--- src/verilog/rtccsr_pkg.sv ---
// rtccsr_pkg: offsets, field layouts, reset values and timing of the
// rtc control/status register bank.
// assumes a 100 MHz clk and a host register port given by the serial engine.
package rtccsr_pkg;
  // register addresses
  localparam logic [7:0] ADDR_CNT0 = 8'h04;
  localparam logic [7:0] ADDR_CNT2 = 8'h06;
  localparam logic [7:0] ADDR_CTRL = 8'h07;
  localparam logic [7:0] ADDR_STAT = 8'h08;
  localparam logic [7:0] ADDR_CHG = 8'h10;
  // reset values
  localparam logic [7:0] CTRL_RST = 8'h06;
  localparam logic [7:0] CHG_RST = 8'h00;
  // field positions and codes
  localparam int STAT_OSF_BIT = 7;
  localparam int STAT_AF_BIT = 0;
  localparam logic [3:0] CHG_UNLOCK = 4'hA;
  localparam logic [1:0] DS_NONE = 2'h1;
  localparam logic [1:0] DS_ONE = 2'h2;
  localparam logic [1:0] RS_OFF = 2'h0;
  // timing: base tick at 65.536 kHz drives a 16-bit divider
  localparam int CLK_NS = 10;
  localparam int BASE_TICK_NS = 15258;
  localparam int BASE_CYC = BASE_TICK_NS / CLK_NS;
  localparam int PULSE_MS = 250;
  localparam int PULSE_CYC_DEF = PULSE_MS * 1000000 / CLK_NS;
  localparam logic [3:0] DIV_4096_WRAP = 4'hF;
  localparam logic [15:0] DIV_1HZ_WRAP = 16'hFFFF;

  typedef struct packed {
    logic osc_disable;
    logic countdown_enable;
    logic countdown_mode_select;
    logic backup_wave_enable;
    logic reset_steer;
    logic [1:0] wave_rate_select;
    logic alarm_irq_enable;
  } rtccsr_ctrl_s;

  typedef struct packed {
    logic [3:0] charge_unlock_pattern;
    logic [1:0] diode_select;
    logic [1:0] resistor_select;
  } rtccsr_chg_s;

  typedef struct packed {
    logic valid;
    logic write;
    logic [7:0] addr;
    logic [7:0] wdata;
  } rtccsr_req_s;

  typedef struct packed {
    logic ack;
    logic [7:0] rdata;
  } rtccsr_rsp_s;
endpackage : rtccsr_pkg

--- src/verilog/rtccsr_top.sv ---
// rtccsr_top: control, status and charge registers plus the watchdog/alarm
// down counter, square-wave divider and pulse outputs of a serial rtc.
// assumes the serial engine presents one-cycle requests on req and that
// on_backup comes asynchronously from the power monitor.
// Operation
// - oscillator stops and standby entered when osc_disable set on backup supply.
// - on main supply the oscillator always runs.
// - countdown_enable starts counting; cleared, the 24 bits are plain storage.
// - mode 0 decrements each second, reloads seed at zero, keeps going.
// - mode 1 decrements every 1/4096 s, sets alarm_flag at zero, stops until its pulse ends (with no pulse, until a counter access), then reloads seed.
// - watchdog mode: any counter byte access reloads seed and restarts.
// - backup_wave_enable keeps square wave on backup; else pin floats.
// - watchdog expiry gives 250 ms low pulse on reset pin with reset_steer clear, on irq with reset_steer and alarm_irq_enable, else none.
// - wave_rate_select picks 1 Hz, 4.096, 8.192 or 32.768 kHz.
// - alarm_flag reaches irq only with alarm_irq_enable and reset_steer set.
// - a started 250 ms pulse always runs its full length.
// - power-up clears control bits and sets both rate bits.
// - osc_stopped_flag set whenever oscillator stops; held until host writes 0.
// - alarm_flag set at zero; write 0 clears, write 1 keeps.
// - periodic mode with irq enable and reset_steer holds irq low while alarm_flag set.
// - watchdog irq pulse sets alarm_flag, cleared by hardware at pulse end.
// - charger enabled only by unlock pattern 1010; off at power-up.
// - diode_select 01 no diode, 10 one diode, 00 and 11 disable.
// - resistor_select 01, 10, 11 pick 250, 2k, 4k ohm; 00 disables.
// - an all-zero counter is disabled whatever countdown_enable says.
// - during a reset pulse host access is blocked; at end flag clears.
`timescale 1ns/1ps
module rtccsr_top
  import rtccsr_pkg::*;
#(
  parameter int PULSE_CYC = PULSE_CYC_DEF
) (
  input wire logic clk,
  input wire logic resetn,
  input wire logic ce,
  input wire rtccsr_req_s req,
  output rtccsr_rsp_s rsp,
  output logic access_blocked,
  input wire logic on_backup,
  output logic osc_running,
  output logic standby,
  output logic square_wave_out_o,
  output logic square_wave_out_oe,
  output logic reset_out_n_o,
  output logic reset_out_n_oe,
  output logic irq_out_n_o,
  output logic irq_out_n_oe,
  output logic charge_enable,
  output logic charge_diode,
  output logic [1:0] charge_res_sel
);

  ////////////////////////////////////////////////////////////////////////////
  // state

  typedef struct packed {
    logic [1:0] bk_sync;
    logic osc_prev;
    logic [15:0] pre;
    logic [15:0] div;
    rtccsr_ctrl_s ctrl;
    logic osc_stopped_flag;
    logic af;
    rtccsr_chg_s chg;
    logic [23:0] cnt;
    logic [23:0] seed;
    logic halted;
    logic [31:0] pcnt;
    logic p_rst;
    logic p_irq;
    rtccsr_rsp_s rsp;
  } rtccsr_state_s;

  rtccsr_state_s st_q;
  rtccsr_state_s st_d;

  // counter byte address decode, shared by read and write paths
  function automatic logic is_cnt_addr(input logic [7:0] a);
    is_cnt_addr = (a >= ADDR_CNT0) && (a <= ADDR_CNT2);
  endfunction : is_cnt_addr

  // square-wave tap on the divider for each rate code
  function automatic logic wave_tap(input logic [1:0] rs, input logic [15:0] d);
    case (rs)
      2'h0: wave_tap = d[15];
      2'h1: wave_tap = d[3];
      2'h2: wave_tap = d[2];
      default: wave_tap = d[0];
    endcase
  endfunction : wave_tap

  ////////////////////////////////////////////////////////////////////////////
  // derived terms

  logic backup;
  logic osc_run;
  logic tick;
  logic t4096;
  logic t1hz;
  logic dec_tick;
  logic cnt_live;
  logic zero_evt;
  logic acc;
  logic [1:0] byte_ix;
  logic irq_level;

  assign backup = st_q.bk_sync[1];
  assign osc_run = !(backup && st_q.ctrl.osc_disable);
  assign tick = osc_run && (st_q.pre == 16'(BASE_CYC - 1));
  assign t4096 = tick && (st_q.div[3:0] == DIV_4096_WRAP);
  assign t1hz = tick && (st_q.div == DIV_1HZ_WRAP);
  assign dec_tick = st_q.ctrl.countdown_mode_select ? t4096 : t1hz;
  // counting needs enable, nonzero seed, not stopped, no pulse running
  assign cnt_live = st_q.ctrl.countdown_enable && (st_q.seed != 24'h0)
                    && !st_q.halted && !st_q.p_rst && !st_q.p_irq;
  assign zero_evt = cnt_live && dec_tick && (st_q.cnt <= 24'h1);
  assign access_blocked = st_q.p_rst;
  assign acc = req.valid && !st_q.p_rst;
  assign byte_ix = 2'(req.addr - ADDR_CNT0);
  // periodic mode level interrupt
  assign irq_level = st_q.af && st_q.ctrl.alarm_irq_enable && st_q.ctrl.reset_steer
                     && !st_q.ctrl.countdown_mode_select;

  ////////////////////////////////////////////////////////////////////////////
  // next state

  always_comb begin
    st_d = st_q;
    st_d.bk_sync = {st_q.bk_sync[0], on_backup};
    st_d.osc_prev = osc_run;
    st_d.rsp.ack = 1'b0;
    // timebase, frozen while the oscillator is stopped
    if (osc_run) begin
      st_d.pre = tick ? 16'h0 : st_q.pre + 16'h1;
      if (tick) begin
        st_d.div = st_q.div + 16'h1;
      end
    end
    // counter decrement
    if (cnt_live && dec_tick) begin
      st_d.cnt = st_q.cnt - 24'h1;
    end
    // host access, refused during a reset pulse
    if (acc) begin
      st_d.rsp.ack = 1'b1;
      st_d.rsp.rdata = 8'h00;
      if (is_cnt_addr(req.addr)) begin
        st_d.rsp.rdata = st_q.cnt[8*byte_ix +: 8];
        if (req.write) begin
          st_d.seed[8*byte_ix +: 8] = req.wdata;
          st_d.cnt = st_q.seed;
          st_d.cnt[8*byte_ix +: 8] = req.wdata;
          st_d.halted = 1'b0;
        end else if (st_q.ctrl.countdown_mode_select) begin
          st_d.cnt = st_q.seed;
          st_d.halted = 1'b0;
        end
      end
      case (req.addr)
        ADDR_CTRL: begin
          st_d.rsp.rdata = st_q.ctrl;
          if (req.write) begin
            st_d.ctrl = req.wdata;
          end
        end
        ADDR_STAT: begin
          st_d.rsp.rdata = 8'h00;
          st_d.rsp.rdata[STAT_OSF_BIT] = st_q.osc_stopped_flag;
          st_d.rsp.rdata[STAT_AF_BIT] = st_q.af;
          if (req.write) begin
            st_d.osc_stopped_flag = st_q.osc_stopped_flag && req.wdata[STAT_OSF_BIT];
            st_d.af = st_q.af && req.wdata[STAT_AF_BIT];
          end
        end
        ADDR_CHG: begin
          st_d.rsp.rdata = st_q.chg;
          if (req.write) begin
            st_d.chg = req.wdata;
          end
        end
        default: begin
        end
      endcase
    end
    // expiry: hardware set wins over a host clear in the same cycle
    if (zero_evt) begin
      st_d.af = 1'b1;
      if (st_q.ctrl.countdown_mode_select) begin
        st_d.cnt = 24'h0;
        st_d.halted = 1'b1;
        st_d.pcnt = 32'(PULSE_CYC - 1);
        st_d.p_rst = !st_q.ctrl.reset_steer;
        st_d.p_irq = st_q.ctrl.reset_steer && st_q.ctrl.alarm_irq_enable;
      end else begin
        st_d.cnt = st_q.seed;
      end
    end
    // pulse timer runs to its end regardless of host writes
    if (st_q.p_rst || st_q.p_irq) begin
      st_d.pcnt = st_q.pcnt - 32'h1;
      if (st_q.pcnt == 32'h0) begin
        st_d.p_rst = 1'b0;
        st_d.p_irq = 1'b0;
        st_d.af = 1'b0;
        st_d.halted = 1'b0;
        st_d.cnt = st_d.seed;
      end
    end
    // oscillator stop marks the flag
    if (st_q.osc_prev && !osc_run) begin
      st_d.osc_stopped_flag = 1'b1;
    end
  end

  ////////////////////////////////////////////////////////////////////////////
  // registers, power-up values

  always_ff @(posedge clk) begin
    if (!resetn) begin
      st_q <= '0;
      st_q.osc_prev <= 1'b1;
      st_q.ctrl <= CTRL_RST;
      st_q.osc_stopped_flag <= 1'b1;
      st_q.chg <= CHG_RST;
    end else if (ce) begin
      st_q <= st_d;
    end
  end

  ////////////////////////////////////////////////////////////////////////////
  // pins

  assign rsp = st_q.rsp;
  assign osc_running = osc_run;
  assign standby = !osc_run;
  assign square_wave_out_o = wave_tap(st_q.ctrl.wave_rate_select, st_q.div);
  assign square_wave_out_oe = !backup || st_q.ctrl.backup_wave_enable;
  assign reset_out_n_o = 1'b0;
  assign reset_out_n_oe = st_q.p_rst;
  assign irq_out_n_o = 1'b0;
  assign irq_out_n_oe = st_q.p_irq || irq_level;
  // charger decode
  assign charge_enable = (st_q.chg.charge_unlock_pattern == CHG_UNLOCK)
                         && ((st_q.chg.diode_select == DS_NONE)
                             || (st_q.chg.diode_select == DS_ONE))
                         && (st_q.chg.resistor_select != RS_OFF);
  assign charge_diode = charge_enable && (st_q.chg.diode_select == DS_ONE);
  assign charge_res_sel = charge_enable ? st_q.chg.resistor_select : RS_OFF;
endmodule : rtccsr_top

--- config.mk ---
export PLATFORM = sky130hd
export DESIGN_NAME = rtccsr_top
export DESIGN_NICKNAME = d
export VERILOG_FILES = /design/src/verilog/rtccsr_pkg.sv /design/src/verilog/rtccsr_top.sv
export SDC_FILE = /design/constraint.sdc
export NUM_CORES = 1
export LEC_CHECK = 0
export ABC_AREA = 1
export BUFFER_PORTS_ARGS = -buffer_cell sky130_fd_sc_hd__buf_4
export CORE_UTILIZATION = 51
export CTS_BUF_LIST = sky130_fd_sc_hd__clkbuf_8
export DETAILED_ROUTE_END_ITERATION = 10
export MAX_ROUTING_LAYER = met4
export PLACE_DENSITY = 0.68
export SYNTH_ARGS = -nofsm -noshare
export SYNTH_HDL_FRONTEND = slang
export SYNTH_SLANG_ARGS = --single-unit
--- constraint.sdc ---
create_clock -name clk -period 3.2 [get_ports clk]
set_input_delay 0.64 -clock clk [delete_from_list [all_inputs] [get_ports clk]]
set_output_delay 0.64 -clock clk [all_outputs]
set_load 0.1 [all_outputs]
After elaboration in Yosys (flattened, before gate mapping)
Index checks and enable logic that the tools add are counted.
{ "word_totals": {"word_cells": 130, "mem_count": 0, "out_inout_bits": 22, "mem_bits_ro": 0, "in_bits": 22, "regBits": 145, "ramBits": 0, "latchBits": 0} }
{ "op_classes": {"addsub": 6, "mul": 0, "mux": 33, "n_div": 0, "n_shift": 3, "eq_ne": 11, "bitwise_logic": 1, "n_reduce_logical": 49, "order_cmp": 3} }
{ "op_table": {"columns": ["cell", "n"], "rows": [
  ["24-bit two-way mux", 8],
  ["35-bit two-way mux", 3],
  ["59-bit two-way mux", 1],
  ["49-bit two-way mux", 1],
  ["5-bit negation with 34-bit output", 1],
  ["8-bit by 34-bit variable shift with 24-bit output, first input constant", 1],
  ["8-bit by 34-bit variable part select with 24-bit output", 1],
  ["16-bit by 1-bit adder with 16-bit output, second input constant", 2],
  ["32-bit logical NOT", 1],
  ["32-bit by 1-bit subtractor with 32-bit output, second input constant", 1],
  ["24-bit bitwise mux", 1],
  ["24-bit by 1-bit <= comparator with 1-bit output, second input constant", 1],
  ["8-bit two-way mux", 3],
  ["8-bit case mux with 3 select lines", 1],
  ["24-bit nonzero test", 1],
  ["24-bit by 6-bit variable part select with 8-bit output", 1],
  ["24-bit by 1-bit subtractor with 24-bit output, second input constant", 1],
  ["1-bit logical AND", 22],
  ["16-bit by 11-bit equality test with 1-bit output, second input constant", 1],
  ["16-bit equality test, second input constant", 1],
  ["16-bit two-way mux", 1],
  ["4-bit AND reduction", 3],
  ["2-bit nonzero test", 6],
  ["9-bit two-way mux", 1],
  ["other kinds (18)", 42]
]} }

Logic depth before layout (Yosys ltp)
Gate-level depths: netlist of the first run.
{ "logic_depth": {"word_depth": 15, "depth_mapped": 17, "ltp_nobuf": 16} }

Worst setup path after synthesis of the first run
OpenSTA, ideal clock, no wires.
{ "synth_timing": {"path_type": "register -> output", "from": "reg st_q[94] (netlist name)", "to": "out charge_diode", "stages_incl_launch_ff": 6, "required_ns": 2.560, "arrival_ns": 5.357, "path_slack_ns": -2.797, "path_cell_list": "dfxtp_1 -> inv_1 -> ha_1 -> nor4_1 -> inv_1 -> nor2_1"} }
{ "synth_between": {"elab_chain_cells": 5} }
{ "synth_rtl": {"columns": ["element", "line", "source"], "rows": [
  ["from (decl)", "rtccsr_top.sv:74", "rtccsr_state_s st_q;"],
  ["from (signal assigned)", "rtccsr_top.sv:226", "st_q <= st_d;"],
  ["2-bit by 1-bit equality test with 1-bit output / 2-bit equality test (equally long branches)", "rtccsr_top.sv:244, rtccsr_top.sv:245", null],
  ["1-bit logical OR (*)", "rtccsr_top.sv:245", "|| (st_q.chg.diode_select == DS_ONE))"],
  ["1-bit logical AND (*)", "rtccsr_top.sv:244", "&& ((st_q.chg.diode_select == DS_NONE)"],
  ["1-bit logical AND (*)", "rtccsr_top.sv:246", "&& (st_q.chg.resistor_select != RS_OFF);"],
  ["net charge_enable", "rtccsr_top.sv:48", "output logic charge_enable,"],
  ["1-bit logical AND (*)", "rtccsr_top.sv:247", "assign charge_diode = charge_enable && (st_q.chg.diode_select == DS_ONE);"],
  ["to (decl)", "rtccsr_top.sv:49", "output logic charge_diode,"]
]} }
Mark *: on every way through the listed nets, which the timed path passes. The rest lies on a longest branch.

Final worst setup path of the first run
{ "layout_timing": {"from": "reg st_q[11] (netlist name)", "to": "reg st_q[9] (netlist name)"} }
{ "layout_between": {"elab_chain_cells": 3} }
{ "layout_rtl": {"columns": ["element", "line", "source"], "rows": [
  ["32-bit logical NOT", "rtccsr_top.sv:201", "if (st_q.pcnt == 32'h0) begin"],
  ["2-bit two-way mux", "rtccsr_top.sv:201", null],
  ["35-bit two-way mux", "rtccsr_top.sv:199", "if (st_q.p_rst || st_q.p_irq) begin"]
]} }
Every way passes these cells.
A chain may end at the register's enable or synchronous reset.

==> metrics.md, run 1 <==
| Metric | Value |
|---|---|
| Status | `complete, no violations` |
| Starting Density | `52.2%` |
| Max clock buf depth | `2` |
| Gate Count Post-Synth | `1678` |
| Setup CP Type | `register to register` |
| Clock-pin slew of the registers on the worst-case setup and hold paths | `roughly 90 ps` |
| Final global-route overflow total | `0` |
| P&R area growth vs syn | `9.00%` |
| Die X | `around 140 um` |
| Final min period | `2760 ps` |
| Port bufs | `between 40 and 50` |
| Initial antenna violation count | `0` |
| Synth Warn # | `0` |
| Routability cong. | `between 0.9 and 1` |
| Largest area contributor in the netlist | `dfxtp_1` |
| Peak VDD IR | `roughly 0.32 mV` |
| Post-synthesis sequential area ratio | `29.6%` |
| Most frequent cells in the layout | `nand2_1 (514), inv_1 (214), nor2_1 (190), dfxtp_1 (145), o21ai_0 (126)` |
| Synth Cell Area | `slightly below 0.01 mm^2` |
| Post-synth EDFFs | `0` |
| Area post-placement | `just over 0.01 mm^2` |
| Height of the die | `141 um` |
| Final hold vios | `0` |
| Via/cell ratio | `roughly 5.5` |
| Post-layout util | `56.9%` |
| F_max | `about 0.36 GHz` |
| Slowest-stage cell, CP | `dfxtp_1` |
| Yosys cell types | `45` |
| Hpwl dp | `roughly 21000 um` |
| CTS Buf Count | `17` |
| Crit path launch type | `register` |
| Critical Path Fanout Max | `16` |
| Commonest non-fill, non-tap cell in the layout | `nand2_1` |
| Final Cell Area | `around 0.011 mm^2` |
| Avg WL per Cell | `between 15 and 20 um` |
| Max-slew violations | `0` |
| Hold-fix buffers, CTS | `0` |
| Finished Layout Cells | `slightly below 2000` |
| H-tree Lvls | `4` |
| Die ar. | `about 0.020 mm^2` |
| Synth Register Bits | `between 100 and 150` |
| Tcrit/Tclk final | `a little under nine tenths` |
| Ys async rst share | `0%` |
| DRT iter0 DRCs | `between 800 and 900` |
| CTS tree | `yes` |
| Critical Path AT | `a little over 3000 ps` |
| CTS sink count | `roughly 150` |
| Post-CTS Repair Setup Buffers | `0` |
| # setup viols final | `0` |
| Post_cts resized | `0` |
| Worst Clk Skew | `22.3 ps` |
| Slew @ Worst Pin | `1200 ps` |
| Worst-skew pair later-pin latency | `480 ps` |
| Ratio of cells with drive above 1 in the final layout | `around 7.8%` |
| Pin count of the biggest net entering global routing | `roughly 70` |
| M1 WL | `approximately 13000 um` |
| Core Area | `roughly 0.019 mm^2` |
| Root Buffer | `clkbuf_8` |
| Primary FF master, synth | `dfxtp_1` |
| Routed WL | `roughly 30000 um` |
| Slew headroom | `around 20%` |
| Mean Syn Cell Area | `around 5.8 um^2` |
| Pwr/cell area | `about 350 mW/mm^2` |
| Leakage | `4.78 nW` |
| DR top layer | `met4` |
| Fillers | `around 1900` |
| Worst path cell trace | `inv_1, ha_1, inv_2, nor2_2, nand3_2, nor3_1, nand3_1, nor3_2, nand2_1, buf_4, nand2_1, buf_4, a21oi_1, o21ai_0, a21oi_1` |
| RSZ-0062 raised after global routing | `false` |
| Gr usage total | `about a third` |
| First-pass GRT wire length | `between 40000 and 50000 um` |
| TritonRoute pass-1 iters | `8` |
| Routed Antenna Nets | `0` |
| Row count | `50` |
| Synth top area share | `29.6%` |
| Critical Path RT | `3510 ps` |
| Fin nets | `between 1500 and 2000` |
| Worst hold path class | `input pin to register` |
| Crit path largest cell delay | `about 340 ps` |
| DP Cell Count | `around 1900` |
| Boundary Pins | `44` |
| Max-cap violations | `0` |
| Drc violations | `0` |
| Met3 routed WL | `between 1500 and 2000 um` |
| Area contributors post-synth | `dfxtp_1 (30%), nand2_1 (20%), inv_1 (8.2%)` |
| Antenna Cells | `0` |
| Via count | `roughly 11000` |
| Crit end category | `register` |
| Met2 wire len | `about 14000 um` |
| Vias in the first global route | `roughly 9800` |
[where the power goes]
part | internal, mW | switching (mW)
Combinational | 0.0844 | 0.251
Sequential | 1.82 | 0.0185
Clock | 0.684 | 0.834
[area by class of cell]
class,instances,area [um^2],area share (%)
clock buffers,19,262,2.45
clock inverters,13,139,1.30
inverters,227,856,8.02
multi-input cells,1234,5710,53.5
flip-flops and latches,145,2900,27.2
well taps,234,293,2.74
repair buffers,63,510,4.78
[cells in the mapped netlist, types with 7 or more instances]
cell type and instances:
inv_1 215, nand4_1 23, a21oi_1 114, clkbuf_1 40
xor2_1 7, nor2_2 7, buf_4 15, nand2_1 515
inv_2 8, o211ai_1 8, nor2_1 193, o21ai_0 126
ha_1 12, nor3_1 38, nor4_1 8, buf_2 12
dfxtp_1 145, o22ai_1 24, nand3_1 97, a31oi_1 15
[stage by stage]
step                setup slack, ps  power, mW  hold WS, ps  TNS, ps
floorplan                      -232       2.11          434     -697
CTS                             494       3.71          395        0
finish                          440       3.70          402        0
detailed placement              399       2.21          446        0
global placement                457       2.21          446        0
global route                    186       3.82          391        0
[sequential cells by signal, indices dropped and copies added, names as in the netlist]
register        flops
rsp                 9
st_d                1
st_q              133
backup              1
access_blocked      1
[worst paths after layout]
kind	startpoint	slack, ps	cells after the start	to
setup reg to reg	st_q[11]	440	15	st_q[9]
hold reg to reg	st_q[133]	460	2	st_q[133]
setup / recovery	st_q[11]	440	15	st_q[9]
hold / removal	on_backup	400	3	st_d[144]
[worst max-delay path, delay by kind of cell, from the launching register on]
family / cells / cell delay (ps)
AO/OA/AOI/OAI: 3 / 250
AND/OR/NAND/NOR: 7 / 1240
flip-flops: 1 / 340
adder cells (fa/ha/maj): 1 / 180
buffers and inverters: 4 / 600
[logic make-up after synthesis]
kind of cell	Yosys count	synth area share [%]
AOI/OAI and AO/OA	308	17.0
adders and majority gates	12	1.53
DFF	145	29.6
and+or+nand+nor	903	38.6
xor gates and xnor gates	9	0.805
other	1	0.0383
buffers and inverters	300	12.4
[layer usage]
layer | up-vias | GRT usage (%)
met3 | 74 | 5.33
li1 | 5398 | -
met4 | 0 | 12.8
met5 | - | -
met2 | 344 | 52.9
met1 | 4815 | 39.6
Power figures use the tool's default switching activity.
==> run 2: changes to the inputs <==
--- a/config.mk
+++ b/config.mk
@@ -7,11 +7,13 @@
 export LEC_CHECK = 0
 export ABC_AREA = 1
 export BUFFER_PORTS_ARGS = -buffer_cell sky130_fd_sc_hd__buf_4
-export CORE_UTILIZATION = 51
+export CELL_PAD_IN_SITES_DETAIL_PLACEMENT = 2
+export CELL_PAD_IN_SITES_GLOBAL_PLACEMENT = 2
+export CORE_UTILIZATION = 31
 export CTS_BUF_LIST = sky130_fd_sc_hd__clkbuf_8
 export DETAILED_ROUTE_END_ITERATION = 10
 export MAX_ROUTING_LAYER = met4
-export PLACE_DENSITY = 0.68
+export PLACE_DENSITY_LB_ADDON = 0.1
 export SYNTH_ARGS = -nofsm -noshare
 export SYNTH_HDL_FRONTEND = slang
 export SYNTH_SLANG_ARGS = --single-unit
==> constraint.sdc (replaced) <==
create_clock -name clk -period 2.3 [get_ports clk]
set_input_delay 0.46 -clock clk [delete_from_list [all_inputs] [get_ports clk]]
set_output_delay 0.46 -clock clk [all_outputs]
set_load 0.1 [all_outputs]
==> run 2 against run 1 <==
  * Die area grew 63%
  * Sequential cell count is the same
  * Critical path depth is the same
  * The run now ends with setup timing left
  * Core utilization shrank 15 points
  * Maximum frequency grew 14%
  * Non-clock buffer count grew 143
  * Cell area grew 21%
  * Routed wire length grew 56%
  * Setup slack lost 560 ps
  * Clock power grew 54%
==> metrics.md, run 2 (synthesis results as in run 1) <==
| Metric | Value |
|---|---|
| Post-Place Setup Slack | `-151 ps (-550 ps)` |
| Drc violations | `0 (unchanged)` |
| Commonest non-fill, non-tap cell in the layout | `nand2_1` |
| Die X | `180 um (+28%)` |
| Leakage | `5.77 nW (+21%)` |
| CTS tree | `yes` |
| Family with the most delay on the worst path | `simple AND/OR/NAND/NOR gates` |
| CTS Buf Count | `17 (unchanged)` |
| Slew headroom | `63.8% (+44 points)` |
| Worst path cell trace | `inv_2, ha_4, inv_4, nor2_4, nand3_4, buf_6, nor3_4, nand3_2, nor3_4, nand2_4, clkbuf_16, nor2_4, nor2_2, nand2_1, a21oi_1` |
| Avg WL per Cell | `20.9 um (+35%)` |
| Routed Antenna Nets | `0 (unchanged)` |
| CTS sink count | `145 (unchanged)` |
| Slowest-stage cell, CP | `dfxtp_2` |
| Worst Clk Skew | `24.0 ps (+1.70 ps)` |
| Die ar. | `0.0323 mm^2 (+63%)` |
| Final hold vios | `0 (unchanged)` |
| Worst path buffer plus inverter count | `4 (unchanged)` |
| Vias in the first global route | `13100 (+34%)` |
| Max-slew violations | `0 (unchanged)` |
| TritonRoute pass-1 iters | `7 (-1)` |
| Via count | `12000 (+13%)` |
| Routed WL | `46900 um (+56%)` |
| Pin count of the biggest net entering global routing | `49 (-32%)` |
| Clock-pin slew of the registers on the worst-case setup and hold paths | `100 ps (about the same)` |
| Post-layout util | `41.9% (-15 points)` |
| # setup viols final | `28 (+28)` |
| Crit path launch type | `register` |
| Boundary Pins | `44 (unchanged)` |
| Worst hold path class | `input pin to register` |
| Port bufs | `41 (unchanged)` |
| Core Area | `0.0308 mm^2 (+64%)` |
| Ratio of cells with drive above 1 in the final layout | `20.9% (+13 points)` |
| Routability cong. | `0.881 (-8.0%)` |
| Max reg flops | `133 (unchanged)` |
| Hpwl dp | `31900 um (+50%)` |
| Final global-route overflow total | `0 (unchanged)` |
| Status | `finished with violations` |
| H-tree Lvls | `4 (unchanged)` |
| Height of the die | `180 um (+28%)` |
| P&R area growth vs syn | `32.1%` |
| Gr usage total | `29.5% (-2.7 points)` |
| Critical Path Fanout Max | `5 (-11)` |
| Max clock buf depth | `2 (unchanged)` |
| Peak VDD IR | `0.350 mV (+11%)` |
| Hold slack | `192 ps (-210 ps)` |
| Starting Density | `31.8% (-20 points)` |
| F_max | `0.413 GHz (+14%)` |
| Root Buffer | `clkbuf_8` |
| Violated checks | `setup timing` |
| Most frequent cells in the layout | `nand2_1 (500), inv_1 (201), buf_4 (173), nor2_1 (154), dfxtp_1 (130)` |
| Row count | `64 (+28%)` |
| Final WS setup | `-120 ps (-560 ps)` |
| Fin nets | `1865 (+8.3%)` |
| DRT iter0 DRCs | `502 (-40%)` |
| Initial antenna violation count | `0 (unchanged)` |
| Largest reg by FF count | `st_q` |
| First-pass GRT wire length | `72600 um (+48%)` |
| Worst-skew pair later-pin latency | `530 ps (+50 ps)` |
| Pwr/cell area | `423 mW/mm^2 (+22%)` |
| Crit end category | `register` |
| RSZ-0062 raised after global routing | `true` |
| Crit path largest cell delay | `330 ps (about the same)` |
| Tcrit/Tclk final | `105% (+19 points)` |
| Critical Path RT | `2710 ps (-800 ps)` |
| Antenna Cells | `0 (unchanged)` |
| Via/cell ratio | `5.35 (-2.7%)` |
| Final min period | `2420 ps (-340 ps)` |
| Slew @ Worst Pin | `539 ps (-662 ps)` |
| Critical Path AT | `2830 ps (-240 ps)` |
| Max-cap violations | `0 (unchanged)` |
| Total power | `5.47 mW (+48%)` |
| Setup CP Type | `register to register` |
-- run 2: changes by cell type in the layout (fill, tap and decap cells not counted), sizes merged --
cell and delta:
buf +142, clkinv +3, bufinv +2, clkinvlp -2, inv -2
-- run 2: worst register-to-register path, cell delays in order (launching register included) --
cell and delay (ps):
dfxtp_2 330, inv_2 80, ha_4 150, inv_4 50
nor2_4 130, nand3_4 100, buf_6 140, nor3_4 190
nand3_2 140, nor3_4 300, nand2_4 170, clkbuf_16 230
nor2_4 110, nor2_2 60, nand2_1 70, a21oi_1 70
-- run 2: report_power, final --
| group | internal (mW) | switching (mW) | total (mW) |
|---|---|---|---|
| Clock | 1.12 | 1.22 | 2.34 |
| Combinational | 0.157 | 0.415 | 0.572 |
| Sequential | 2.53 | 0.0266 | 2.56 |
| Total | 3.81 | 1.66 | 5.47 |
-- run 2: worst paths after layout --
| kind | startpoint | to | slack, ps | depth (start not counted) |
|---|---|---|---|---|
| hold reg to reg | st_q[133] | st_q[133] | 470 | 2 |
| setup / recovery | st_q[11] | st_q[70] | -120 | 15 |
| setup reg to reg | st_q[11] | st_q[70] | -120 | 15 |
| hold / removal | on_backup | st_d[144] | 190 | 3 |
-- run 2: timing repair --
| item | in CTS | in global routing |
|---|---|---|
| cloned | 6 | 1 |
| hold buffers | 0 | 0 |
| endpoints found under the setup margin | 35 | 54 |
| pin swaps | 17 | 54 |
| setup buffers | 20 | 14 |
| resized for setup | 64 | 113 |
-- run 2: layout make-up --
| class | count | area (um^2) |
|---|---|---|
| Multi-Input combinational cell | 1234 | 6250 |
| Fill cell | 3729 | 17900 |
| Inverter | 227 | 876 |
| Clock inverter | 14 | 176 |
| Sequential cell | 145 | 2930 |
| Timing Repair Buffer | 206 | 1960 |
| Tap cell | 396 | 495 |
| Clock buffer | 18 | 248 |
-- run 2: per-stage QoR --
| step | area (um^2) | TNS, ps | std cells |
|---|---|---|---|
| finish | 12900 | -2370 | 2240 |
| global route | 12900 | -6370 | 2240 |
| detailed placement | 11400 | -2060 | 2167 |
| floorplan | 9890 | -1940 | 1679 |
| global placement | 11400 | -16.4 | 2167 |
| CTS | 12400 | -133 | 2225 |
-- run 2: layer usage --
| layer | GRT usage, % | wire, um | vias up |
|---|---|---|---|
| met1 | 34.4 | 20200 | 6023 |
| met3 | 3.06 | 1200 | 87 |
| met5 | - | 0 | - |
| li1 | - | - | 5687 |
| met4 | 10.8 | 1510 | 0 |
| met2 | 52.3 | 23900 | 182 |
==> run 3: changes to the inputs <==
--- a/config.mk
+++ b/config.mk
@@ -9,7 +9,7 @@
 export BUFFER_PORTS_ARGS = -buffer_cell sky130_fd_sc_hd__buf_4
 export CELL_PAD_IN_SITES_DETAIL_PLACEMENT = 2
 export CELL_PAD_IN_SITES_GLOBAL_PLACEMENT = 2
-export CORE_UTILIZATION = 31
+export CORE_UTILIZATION = 34
 export CTS_BUF_LIST = sky130_fd_sc_hd__clkbuf_8
 export DETAILED_ROUTE_END_ITERATION = 10
 export MAX_ROUTING_LAYER = met4
==> constraint.sdc (replaced) <==
create_clock -name clk -period 2.6 [get_ports clk]
set_input_delay 0.52 -clock clk [delete_from_list [all_inputs] [get_ports clk]]
set_output_delay 0.52 -clock clk [all_outputs]
set_load 0.1 [all_outputs]
==> run 3 against run 2 <==
  * The flow now finishes without violations
  * Largest cell class unchanged
  * Power decreased by 16%
  * Sequential power decreased by 11%
  * Clock skew decreased by 6.7 ps
  * Cell count decreased by 5.1%
  * Sequential share of layout area increased by 3.0 points
==> metrics.md, run 3 (synthesis results as in run 1) <==
| Metric | Value |
|---|---|
| Drc violations | `0 (unchanged)` |
| Pwr/cell area | `404 mW/mm^2 (-4.4%)` |
| Worst hold path class | `input pin to register` |
| Worst-skew pair later-pin latency | `490 ps (-40 ps)` |
| Leakage | `5.06 nW (-12%)` |
| R2R depth | `9 (-6)` |
| Pin count of the biggest net entering global routing | `59 (+20%)` |
| Slew headroom | `60.5% (-3.3 points)` |
| Ratio of cells with drive above 1 in the final layout | `10.7% (-10 points)` |
| Routed WL | `40500 um (-14%)` |
| H-tree Lvls | `4 (unchanged)` |
| Slew @ Worst Pin | `591 ps (+52.5 ps)` |
| Tcrit/Tclk final | `94.5% (-11 points)` |
| Boundary Pins | `44 (unchanged)` |
| DRT iter0 DRCs | `428 (-15%)` |
| Row count | `61 (-4.7%)` |
| Post-CTS Repair Setup Buffers | `0 (-100%)` |
| Crit path launch type | `register` |
| Root Buffer | `clkbuf_8` |
| Critical Path Fanout Max | `11 (+6)` |
| Die X | `172 um (-4.5%)` |
| CP Launch Point | `st_q[111]` |
| Commonest non-fill, non-tap cell in the layout | `nand2_1` |
| Crit end category | `register` |
| Fin nets | `1769 (-5.1%)` |
| Routability cong. | `0.886 (+0.62%)` |
| Critical path endpoint | `access_blocked` |
| Post-Place Setup Slack | `53.3 ps (+204 ps)` |
| Final global-route overflow total | `0 (unchanged)` |
| Most frequent cells in the layout | `nand2_1 (514), inv_1 (215), nor2_1 (187), dfxtp_1 (145), o21ai_0 (124)` |
| Max-slew violations | `0 (unchanged)` |
| Setup TNS | `0 ps (+2370 ps)` |
| Routed Antenna Nets | `0 (unchanged)` |
| Post-layout util | `40.3% (-1.7 points)` |
| Vias in the first global route | `11900 (-9.0%)` |
| Post_cts resized | `0 (-100%)` |
| First-pass GRT wire length | `64200 um (-12%)` |
| Avg WL per Cell | `19.0 um (-9.0%)` |
| Family with the most delay on the worst path | `simple AND/OR/NAND/NOR gates` |
| Final min period | `2460 ps (+37.9 ps)` |
| Die ar. | `0.0295 mm^2 (-8.7%)` |
| Critical Path AT | `2830 ps (about the same)` |
| Max-cap violations | `0 (unchanged)` |
| Clock-pin slew of the registers on the worst-case setup and hold paths | `90 ps (about the same)` |
| Initial antenna violation count | `0 (unchanged)` |
| Core Area | `0.0281 mm^2 (-8.9%)` |
| Reg-to-reg endpoint | `access_blocked` |
| Slowest-stage cell, CP | `dfxtp_1` |
| Worst reg2reg startpoint | `st_q[111]` |
| Peak VDD IR | `0.290 mV (-17%)` |
| CTS sink count | `145 (unchanged)` |
| Via count | `11300 (-5.6%)` |
| Final hold vios | `0 (unchanged)` |
| R2r setup slk | `140 ps (+260 ps)` |
| CTS tree | `yes` |
| Worst path cell trace | `ha_2, nand2_1, nor2_2, nand2_1, o21ai_2, buf_4, nand4_1, o21ai_0, a21oi_1` |
| Crit-path most repeated cell | `nand2_1` |
| Critical Path RT | `2970 ps (+260 ps)` |
| Largest reg by FF count | `st_q` |
| Worst Clk Skew | `17.3 ps (-6.67 ps)` |
| CTS Buf Count | `17 (unchanged)` |
| Number of cells on the critical path | `9 (-6)` |
| Setup CP Type | `register to register` |
| TritonRoute pass-1 iters | `5 (-2)` |
| Total power | `4.57 mW (-16%)` |
| Starting Density | `34.9% (+3.1 points)` |
| Max clock buf depth | `2 (unchanged)` |
| Crit path largest cell delay | `410 ps (+80 ps)` |
| Hpwl dp | `30600 um (-4.0%)` |
| Gr usage total | `29.3% (-0.22 points)` |
| Worst path buffer plus inverter count | `1 (-3)` |
| Max reg flops | `133 (unchanged)` |
| Antenna Cells | `0 (unchanged)` |
| Port bufs | `41 (unchanged)` |
| # setup viols final | `0 (-100%)` |
| Final WS setup | `142 ps (+262 ps)` |
| Height of the die | `172 um (-4.5%)` |
| P&R area growth vs syn | `15.5%` |
| Hold-fix buffers, CTS | `0 (unchanged)` |
| Via/cell ratio | `5.32 (-0.45%)` |
| F_max | `0.407 GHz (-1.5%)` |
| Status | `complete, no violations` |
==> run 3: cell type report <==
| type | count | area [um^2] |
|---|---|---|
| clock inverters | 14 | 140 |
| fillers | 3650 | 16800 |
| inverters | 227 | 856 |
| multi-input cells | 1234 | 5790 |
| clock buffers | 17 | 234 |
| flip-flops and latches | 145 | 2900 |
| well taps | 378 | 473 |
| repair buffers | 110 | 912 |
==> run 3: worst min-delay path by stage <==
stage,startpoint,end,slack (ps),cells after the start
after global routing,on_backup,st_d[144],260,3
after detailed placement,st_q[141],st_q[141],460,2
after global placement,st_q[141],st_q[141],450,2
after floorplan,st_q[133],st_q[133],430,2
final,on_backup,st_d[144],260,3
after CTS,on_backup,st_d[144],240,3
==> run 3: through the flow <==
stage	area (um^2)	hold WS, ps	instances
finish	11300	264	2125
global route	11300	257	2125
CTS	11300	241	2125
detailed placement	10900	461	2094
global placement	10900	447	2094
floorplan	9860	434	1679
==> run 3: where the power goes <==
group | total, mW | internal (mW) | switching, mW
Combinational | 0.462 | 0.120 | 0.342
Sequential | 2.27 | 2.24 | 0.0228
Clock | 1.85 | 0.844 | 1.00
==> run 3: routing by layer <==
metal | vias up | track usage, % | routed length (um)
li1 | 5488 | - | -
met1 | 5654 | 34.9 | 18500
met2 | 118 | 51.4 | 20300
met3 | 53 | 2.74 | 723
met4 | 0 | 10.1 | 1010
met5 | - | - | 0
==> run 3: worst reg2reg max path, cell delays in order (launching register included) <==
cell and delay (ps):
dfxtp_1 410, ha_2 250, nand2_1 90, nor2_2 140, nand2_1 130, o21ai_2 190
buf_4 210, nand4_1 410, o21ai_0 400, a21oi_1 110
